**src/include/sim_pkg.sv**
```systemverilog
// Package with register map, field positions and codes of the socket block.
package sim_pkg;
    // ==========================================================
    // Register byte addresses.
    localparam logic [23:0] ADDR_SUMMARY   = 24'hFE0034;
    localparam logic [23:0] ADDR_MASK      = 24'hFE0016;
    localparam logic [23:0] ADDR_MODE_BASE = 24'hFE4000;
    localparam logic [23:0] ADDR_FLAG_BASE = 24'hFE4002;
    localparam logic [23:0] ADDR_SOCK_STEP = 24'h000100;
    localparam logic [23:0] ADDR_STATUS    = 24'hFE0038;
    localparam logic [23:0] ADDR_CMD_BASE  = 24'hFE4001;
    // ==========================================================
    // Reset values.
    localparam logic [7:0] RST_BYTE = 8'h00;
    // ==========================================================
    // Mode register field positions.
    localparam int MODE_MULTI_BIT = 7;
    localparam int MODE_MACF_BIT  = 6;
    localparam int MODE_NDMC_BIT  = 5;
    localparam int MODE_PROTO_MSB = 3;
    // ==========================================================
    // Protocol codes.
    localparam logic [3:0] PROTO_CLOSED  = 4'h0;
    localparam logic [3:0] PROTO_TCP     = 4'h1;
    localparam logic [3:0] PROTO_UDP     = 4'h2;
    localparam logic [3:0] PROTO_IP_RAW  = 4'h3;
    localparam logic [3:0] PROTO_MAC_RAW = 4'h4;
    localparam logic [3:0] PROTO_PPPOE   = 4'h5;
    // ==========================================================
    // Open command and opened-state codes.
    localparam logic [7:0] CMD_OPEN        = 8'h01;
    localparam logic [7:0] STATE_CLOSED    = 8'h00;
    localparam logic [7:0] STATE_TCP_INIT  = 8'h13;
    localparam logic [7:0] STATE_UDP       = 8'h22;
    localparam logic [7:0] STATE_IP_RAW    = 8'h32;
    localparam logic [7:0] STATE_MAC_RAW   = 8'h42;
    localparam logic [7:0] STATE_PPPOE     = 8'h5F;
endpackage

```
**src/rtl/sim_sock_flags.sv**
```systemverilog
// One socket's interrupt flag register with write-one-to-clear.
`timescale 1ns/1ns
module sim_sock_flags (
    input  wire logic       i_clock,
    input  wire logic       i_sys_rst,
    input  wire logic [7:0] i_event,
    input  wire logic       i_clr_we,
    input  wire logic [7:0] i_clr_data,
    output logic      [7:0] o_flags,
    output logic            o_any
);
    logic [7:0] flags_ff;
    logic [7:0] nxt_flags;

    // Set wins over clear so an event in the clearing cycle survives.
    always_comb begin
        nxt_flags = flags_ff;
        if (i_clr_we) begin
            nxt_flags = nxt_flags & ~i_clr_data;
        end
        nxt_flags = nxt_flags | i_event;
    end

    // Register the flags.
    always_ff @(posedge i_clock) begin
        if (i_sys_rst) begin
            flags_ff <= sim_pkg::RST_BYTE;
        end else begin
            flags_ff <= nxt_flags;
        end
    end

    assign o_flags = flags_ff;
    assign o_any   = |flags_ff;
endmodule

```
**src/rtl/sim_sock_mode.sv**
```systemverilog
// One socket's mode register, option decode and open-state selection.
`timescale 1ns/1ns
module sim_sock_mode #(
    parameter bit IS_SOCK0 = 1'b0
) (
    input  wire logic       i_clock,
    input  wire logic       i_sys_rst,
    input  wire logic       i_we,
    input  wire logic [7:0] i_wdata,
    input  wire logic       i_open,
    output logic      [7:0] o_mode,
    output logic      [7:0] o_state,
    output logic            o_multicast,
    output logic            o_mac_filter,
    output logic            o_nodelay_ack,
    output logic            o_igmp_v1
);
    logic [7:0] mode_ff;
    logic [7:0] nxt_mode;
    logic [7:0] state_ff;
    logic [7:0] nxt_state;
    logic [3:0] protocol_select;

    assign protocol_select = mode_ff[sim_pkg::MODE_PROTO_MSB:0];

    // MAC raw and PPPoE codes only stick on socket 0; others fall to closed.
    always_comb begin
        nxt_mode = mode_ff;
        if (i_we) begin
            nxt_mode = i_wdata & 8'hEF;
            if (!IS_SOCK0 && (i_wdata[3:0] == sim_pkg::PROTO_MAC_RAW ||
                              i_wdata[3:0] == sim_pkg::PROTO_PPPOE)) begin
                nxt_mode[3:0] = sim_pkg::PROTO_CLOSED;
            end
        end
    end

    // Opening enters the state that matches the selected protocol.
    always_comb begin
        nxt_state = state_ff;
        if (i_open) begin
            case (protocol_select)
                sim_pkg::PROTO_TCP:     nxt_state = sim_pkg::STATE_TCP_INIT;
                sim_pkg::PROTO_UDP:     nxt_state = sim_pkg::STATE_UDP;
                sim_pkg::PROTO_IP_RAW:  nxt_state = sim_pkg::STATE_IP_RAW;
                sim_pkg::PROTO_MAC_RAW: nxt_state = sim_pkg::STATE_MAC_RAW;
                sim_pkg::PROTO_PPPOE:   nxt_state = sim_pkg::STATE_PPPOE;
                default:                nxt_state = sim_pkg::STATE_CLOSED;
            endcase
        end
    end

    // Register mode and state.
    always_ff @(posedge i_clock) begin
        if (i_sys_rst) begin
            mode_ff  <= sim_pkg::RST_BYTE;
            state_ff <= sim_pkg::STATE_CLOSED;
        end else begin
            mode_ff  <= nxt_mode;
            state_ff <= nxt_state;
        end
    end

    // Option bits except MAC filter only mean something in their own protocol.
    assign o_mode        = mode_ff;
    assign o_state       = state_ff;
    assign o_multicast   = mode_ff[sim_pkg::MODE_MULTI_BIT] &&
                           protocol_select == sim_pkg::PROTO_UDP;
    assign o_mac_filter  = mode_ff[sim_pkg::MODE_MACF_BIT];
    assign o_nodelay_ack = mode_ff[sim_pkg::MODE_NDMC_BIT] &&
                           protocol_select == sim_pkg::PROTO_TCP;
    assign o_igmp_v1     = mode_ff[sim_pkg::MODE_NDMC_BIT] &&
                           o_multicast;
endmodule

```
**src/rtl/sim_socket_regs.sv**
```systemverilog
// Socket interrupt summary, mask, core interrupt and mode registers.
//
// What this block does
// - Socket interrupt sets its summary bit.
// - Interrupt pin low while any unmasked summary bit set.
// - Summary bit clears when socket flags cleared.
// - Mode bit 7 enables multicast, UDP only.
// - TCP: bit 5 forces immediate ACK.
// - UDP multicast: bit 5 picks IGMP v1.
// - Bits 3..0 protocol; MAC raw/PPPoE socket 0 only.
// - Open enters state of selected protocol.
// - Mask bit gates summary onto interrupt.
//
// Design decision made here: strobed register access.
`timescale 1ns/1ns
module sim_socket_regs #(
    parameter int NUM_SOCK = 8
) (
    input  wire logic                  i_clock,
    input  wire logic                  i_sys_rst,
    input  wire logic [23:0]           i_addr,
    input  wire logic [7:0]            i_wdata,
    input  wire logic                  i_wr,
    input  wire logic                  i_rd,
    output logic      [7:0]            o_rdata,
    input  wire logic [NUM_SOCK*8-1:0] i_sock_event,
    output logic                       o_core_irq_n,
    output logic                       o_core_irq_line,
    output logic      [NUM_SOCK-1:0]   o_multicast,
    output logic      [NUM_SOCK-1:0]   o_mac_filter,
    output logic      [NUM_SOCK-1:0]   o_nodelay_ack,
    output logic      [NUM_SOCK-1:0]   o_igmp_v1
);
    // ==========================================================
    // Parameter check: the summary register is one byte.
    if (NUM_SOCK != 8) begin : g_bad_num_sock
        $error("NUM_SOCK must be 8");
    end

    // ==========================================================
    // Address decode helper.
    function automatic logic hit_sock(input logic [23:0] a,
                                      input logic [23:0] base,
                                      input int          n);
        hit_sock = (a == base + 24'(n) * sim_pkg::ADDR_SOCK_STEP);
    endfunction

    logic [7:0]          mask_ff;
    logic [7:0]          nxt_mask;
    logic [7:0]          summary_ff;
    logic [7:0]          nxt_summary;
    logic [7:0]          rdata_ff;
    logic [7:0]          nxt_rdata;
    logic                irq_ff;
    logic                nxt_irq;
    logic                irq_n_ff;
    logic                nxt_irq_n;
    logic [NUM_SOCK-1:0] mc_ff;
    logic [NUM_SOCK-1:0] mf_ff;
    logic [NUM_SOCK-1:0] nd_ff;
    logic [NUM_SOCK-1:0] ig_ff;
    logic [NUM_SOCK-1:0] sock_any;
    logic [NUM_SOCK-1:0] mode_we;
    logic [NUM_SOCK-1:0] flag_we;
    logic [NUM_SOCK-1:0] open_cmd;
    logic [NUM_SOCK-1:0] mc_w;
    logic [NUM_SOCK-1:0] mf_w;
    logic [NUM_SOCK-1:0] nd_w;
    logic [NUM_SOCK-1:0] ig_w;
    logic [7:0]          flags_w [NUM_SOCK];
    logic [7:0]          mode_w  [NUM_SOCK];
    logic [7:0]          state_w [NUM_SOCK];

    // ==========================================================
    // Per-socket write strobes.
    always_comb begin
        for (int n = 0; n < NUM_SOCK; n++) begin
            mode_we[n]  = i_wr && hit_sock(i_addr, sim_pkg::ADDR_MODE_BASE, n);
            flag_we[n]  = i_wr && hit_sock(i_addr, sim_pkg::ADDR_FLAG_BASE, n);
            open_cmd[n] = i_wr && i_wdata == sim_pkg::CMD_OPEN &&
                          hit_sock(i_addr, sim_pkg::ADDR_CMD_BASE, n);
        end
    end

    // ==========================================================
    // Socket instances.
    for (genvar g = 0; g < NUM_SOCK; g++) begin : g_sock
        sim_sock_flags u_flags (
            .i_clock    (i_clock),
            .i_sys_rst  (i_sys_rst),
            .i_event    (i_sock_event[g*8 +: 8]),
            .i_clr_we   (flag_we[g]),
            .i_clr_data (i_wdata),
            .o_flags    (flags_w[g]),
            .o_any      (sock_any[g])
        );
        sim_sock_mode #(.IS_SOCK0(g == 0)) u_mode (
            .i_clock       (i_clock),
            .i_sys_rst     (i_sys_rst),
            .i_we          (mode_we[g]),
            .i_wdata       (i_wdata),
            .i_open        (open_cmd[g]),
            .o_mode        (mode_w[g]),
            .o_state       (state_w[g]),
            .o_multicast   (mc_w[g]),
            .o_mac_filter  (mf_w[g]),
            .o_nodelay_ack (nd_w[g]),
            .o_igmp_v1     (ig_w[g])
        );
    end

    // ==========================================================
    // Summary and mask. The summary is a registered copy of the flag
    // OR, so writes to it are ignored: clearing goes through the flags.
    always_comb begin
        nxt_summary = sock_any;
        nxt_mask    = mask_ff;
        if (i_wr && i_addr == sim_pkg::ADDR_MASK) begin
            nxt_mask = i_wdata;
        end
        // High while any enabled summary bit is set.
        nxt_irq = |(nxt_summary & nxt_mask);
        // The low-active pin gets its own flop so no gate follows it.
        nxt_irq_n = ~nxt_irq;
    end

    // ==========================================================
    // Read mux; unmapped addresses read zero.
    always_comb begin
        nxt_rdata = 8'h00;
        if (i_rd) begin
            if (i_addr == sim_pkg::ADDR_SUMMARY) begin
                nxt_rdata = summary_ff;
            end else if (i_addr == sim_pkg::ADDR_MASK) begin
                nxt_rdata = mask_ff;
            end else if (i_addr == sim_pkg::ADDR_STATUS) begin
                nxt_rdata = state_w[0];
            end
            for (int n = 0; n < NUM_SOCK; n++) begin
                if (hit_sock(i_addr, sim_pkg::ADDR_MODE_BASE, n)) begin
                    nxt_rdata = mode_w[n];
                end
                if (hit_sock(i_addr, sim_pkg::ADDR_FLAG_BASE, n)) begin
                    nxt_rdata = flags_w[n];
                end
                if (hit_sock(i_addr, sim_pkg::ADDR_STATUS + 24'h000004, n))
                begin
                    nxt_rdata = state_w[n];
                end
            end
        end
    end

    // ==========================================================
    // Registers. Outputs come straight from these flip-flops.
    always_ff @(posedge i_clock) begin
        if (i_sys_rst) begin
            mask_ff    <= sim_pkg::RST_BYTE;
            summary_ff <= sim_pkg::RST_BYTE;
            rdata_ff   <= sim_pkg::RST_BYTE;
            irq_ff     <= 1'b0;
            irq_n_ff   <= 1'b1;
            mc_ff      <= '0;
            mf_ff      <= '0;
            nd_ff      <= '0;
            ig_ff      <= '0;
        end else begin
            mask_ff    <= nxt_mask;
            summary_ff <= nxt_summary;
            rdata_ff   <= nxt_rdata;
            irq_ff     <= nxt_irq;
            irq_n_ff   <= nxt_irq_n;
            mc_ff      <= mc_w;
            mf_ff      <= mf_w;
            nd_ff      <= nd_w;
            ig_ff      <= ig_w;
        end
    end

    assign o_rdata         = rdata_ff;
    assign o_core_irq_line = irq_ff;
    assign o_core_irq_n    = irq_n_ff;
    assign o_multicast     = mc_ff;
    assign o_mac_filter    = mf_ff;
    assign o_nodelay_ack   = nd_ff;
    assign o_igmp_v1       = ig_ff;
endmodule

```
**config.mk**
```make
export PLATFORM = sky130hd
export DESIGN_NAME = sim_socket_regs
export DESIGN_NICKNAME = d
export VERILOG_FILES = /design/src/include/sim_pkg.sv /design/src/rtl/sim_sock_flags.sv /design/src/rtl/sim_sock_mode.sv /design/src/rtl/sim_socket_regs.sv
export SDC_FILE = /design/constraint.sdc
export NUM_CORES = 1
export LEC_CHECK = 0
export BUFFER_PORTS_ARGS = -buffer_cell sky130_fd_sc_hd__buf_2
export CAP_MARGIN = 20
export CORE_AREA = 2 2 145 133
export DETAILED_ROUTE_END_ITERATION = 8
export DIE_AREA = 0 0 147 135
export PLACE_DENSITY = 0.91
export SLEW_MARGIN = 20
export SYNTH_ARGS = -nofsm -noshare
export SYNTH_HDL_FRONTEND = slang
export SYNTH_SLANG_ARGS = --single-unit
export TNS_END_PERCENT = 100
```
**constraint.sdc**
```tcl
create_clock -name i_clock -period 3.5 [get_ports i_clock]
set_input_delay 0.525 -clock i_clock [delete_from_list [all_inputs] [get_ports i_clock]]
set_output_delay 0.525 -clock i_clock [all_outputs]
set_load 0.02 [all_outputs]
```
==> out/qor.yml <==
run_status: "finished, final reports clean"
avgViaCountPerCell: 6.55
core.rowCount: 47
power.share.combinational_pct: 5.7
pin_count_of_the_biggest_net_entering_global_routing: 105
grt_overflow: 0
post_cts_hold_buffer_count: 0
source_of_the_critical_timing_path: "i_addr[13]"
n_antenna_cell: 0
p_leak_nw: 4.59
syn_to_final_growth_pct: 17.6
synth_xor_area_share_pct: 0
h_tree_levels: 1
final_antenna_net_count: 0
sum_of_met3_wire_segment_lengths_after_detailed_routing_um: 6020
finalCriticalPeriod_ps: 2650
cp_data_required_time_ps: 3890
post_cts_resized: 0
synth-adder-area-share_pct: 0
clkSinkCount: 226
routed_length_per_placed_instance_um: 23.0
yosysUniqueCellTypes: 76
filler_cell_count: 1514
hold-path-cell-count: 3
timing_hold_violations_final: 0
synth-simple-area-share_pct: 30.7
mappedNetlistNets: 1432
worstRegToRegCells: 7
drive_above_1_share_pct: 18.1
die_h_um: 135
post_cts.repair.setup_buffers: 0
drv_cap: 0
fmax_mhz: 377
maxUsedRoutingLayer: "met4"
worstPathMaxFanout: 9
detail_route.iter0.violations: 1791
timing_worst_slew_pin_value_ps: 1030
synth_flop_cell: "dfxtp_1"
finalHoldWorstSlack_ps: 205
synth.ff_latch_count: 226
power_density_mw_per_mm2: 439
finalMaxSlewViolations: 0
share_clk_of_total_power_pct: 44.2
cp-end-kind: "register"
most_common_cell_after_layout_fill_and_taps_aside: "dfxtp_1"
net_count_of_the_finished_layout: 1574
sw_frac_of_total_pct: 24.6
max-slew-margin-rel_pct: 30.9
detailedRoute.firstPassIterationCount: 7
r2r_start: "g_sock[0].u_mode.o_mode[3]"
final.setup.tns_ps: 0
seq_power_share_pct: 50.1
finalClockSkew_ps: 13.6
placeableCoreArea_mm2: 0.0182
critPathKind: "primary input to register"
cts_tree: "yes"
global_route.usage.total_pct: 39.3
num_io_pins: 142
cp-start-kind: "primary input"
worst-endpoint-arrival_ps: 3040
peakVddDrop_uv: 446
compound_gate_portion_of_the_synthesized_area_pct: 20.6
clock-root-buffer: "clkbuf_16"
detail_route.wirelength_um: 39900
ys.warnings.count: 0
route.layer.met1.wl_um: 16200
hold_start: "i_sock_event[5]"
hold_path_class: "primary input to register"
number_of_enable_flip_flop_cells_after_synthesis: 0
power.total_mw: 5.40
post_synth_inst_count: 1332
place_area_mm2: 0.0116
finalWeightedCongestion: 1.08
switch_pwr_mw: 1.33
antenna_found_initial: 0
grt_pass1_wl_um: 60400
cell_internal_power_dissipation_mw: 4.07
chipWidth_um: 147
portBuffers: 141
min_period_over_period_pct: 75.7
synth_sequential_area_ratio_pct: 43.2
drc: 0
postLayoutSetupSlackWorst_ps: 849
initial_utilization_pct: 57.4
preCtsSetupSlack_ps: 323
clkSlewWorstSetupHoldPaths_ps: 60
cts-buffers-inserted: 23
synth.cell_area_mm2: 0.0105
setup_viol_count_final: 0
post_synthesis_average_cell_area_um2: 7.86
clock_path_buffers: 3
dr_total_vias: 11359
dp_hpwl_um: 29400
clock_insertion_delay_worst_skew_ps: 530
async_reset_ff_share_pct: 0
fp.dieArea_mm2: 0.0198
final_cell_area_mm2: 0.0123
rsz0062_at_grt: "no"
synth.area.mux_share_pct: 2.39
dominant_combinational_cell_family_by_area_after_synthesis: "simple AND/OR/NAND/NOR gates"
final_cell_mix: "dfxtp_1 (226), nor2_1 (195), a21oi_1 (193)"
first_global_vias: 10454
detailed_routed_wire_length_on_met2_um: 16200
## kinds of logic (layout without fill, tap and decap cells)
group	count (synthesis)	count (layout)
buf+inv	80	238
flops	226	226
compound gates	351	351
simple gates	650	650
mux	25	25
## synth_stat cells, drive strengths merged (12+ instances only)
| master | number | area (um2) |
|---|---|---|
| nand2b | 15 | 93.8 |
| and2 | 18 | 113 |
| nand2 | 187 | 714 |
| nor3 | 43 | 260 |
| mux2i | 25 | 250 |
| buf | 23 | 118 |
| a21oi | 193 | 966 |
| o21ai | 36 | 180 |
| dfxtp | 226 | 4520 |
| nor4 | 12 | 124 |
| or4 | 17 | 128 |
| a22oi | 18 | 135 |
| nand3 | 95 | 485 |
| clkbuf | 55 | 208 |
| nor2b | 16 | 100 |
| o22ai | 17 | 106 |
| nor2 | 198 | 756 |
## registers in the layout (all words and copies together), names as in the netlist
register and cells:
g_sock.u_flags.o_flags 64, g_sock.u_mode.o_mode 56, g_sock.u_mode.o_state 48, mask_ff 8, o_igmp_v1 8, o_mac_filter 8
o_multicast 8, o_nodelay_ack 8, o_rdata 8, summary_ff 8, o_core_irq_line 1, o_core_irq_n 1
## power by group through the flow
stage	sequential (mW)	clock (mW)	combinational, mW
after floorplan	2.72	0	0.161
final	2.70	2.39	0.309
after CTS	2.70	2.38	0.299
after global routing	2.70	2.46	0.329
after detailed placement	2.75	0	0.295
after global placement	2.75	0	0.288
## per-stage QoR
stage               utilization [%]  instances
detailed placement             63.5       1694
CTS                            67.5       1735
floorplan                         -       1332
finish                         67.5       1735
global route                   67.5       1735
global placement               63.5       1694
## per-layer routing
layer  vias up  global-route usage [%]
li1       5093                       -
met1      5252                    56.4
met2       889                    56.6
met3       125                    12.1
met4         0                    12.6
met5         -                       0
## final cells by class
class / instances / area [um2] / share of cell area [%]
tap: 245 / 307 / 2.49
clock inverter: 8 / 66.3 / 0.539
sequential: 226 / 4520 / 36.7
clock buffer: 33 / 663 / 5.39
inverter: 2 / 7.51 / 0.0610
multi-input combinational: 1026 / 5610 / 45.6
timing repair buffer: 195 / 1130 / 9.18
## worst paths after layout
check / end / slack, ps
max: g_sock[1].u_flags.o_flags[7] / 850
min: g_sock[0].u_flags.o_flags[5] / 200
max reg2reg: o_rdata[3] / 1560
min reg2reg: g_sock[4].u_mode.o_state[1] / 460
## worst max-delay path, cell delays in order
cell and delay (ps):
buf_2 130, or4b_1 820, nor2_4 340, nand3_1 240, nor2_1 530, nand2_1 110
a21oi_1 260, nor2_1 80
No activity file was read; power rests on OpenSTA's default activity.
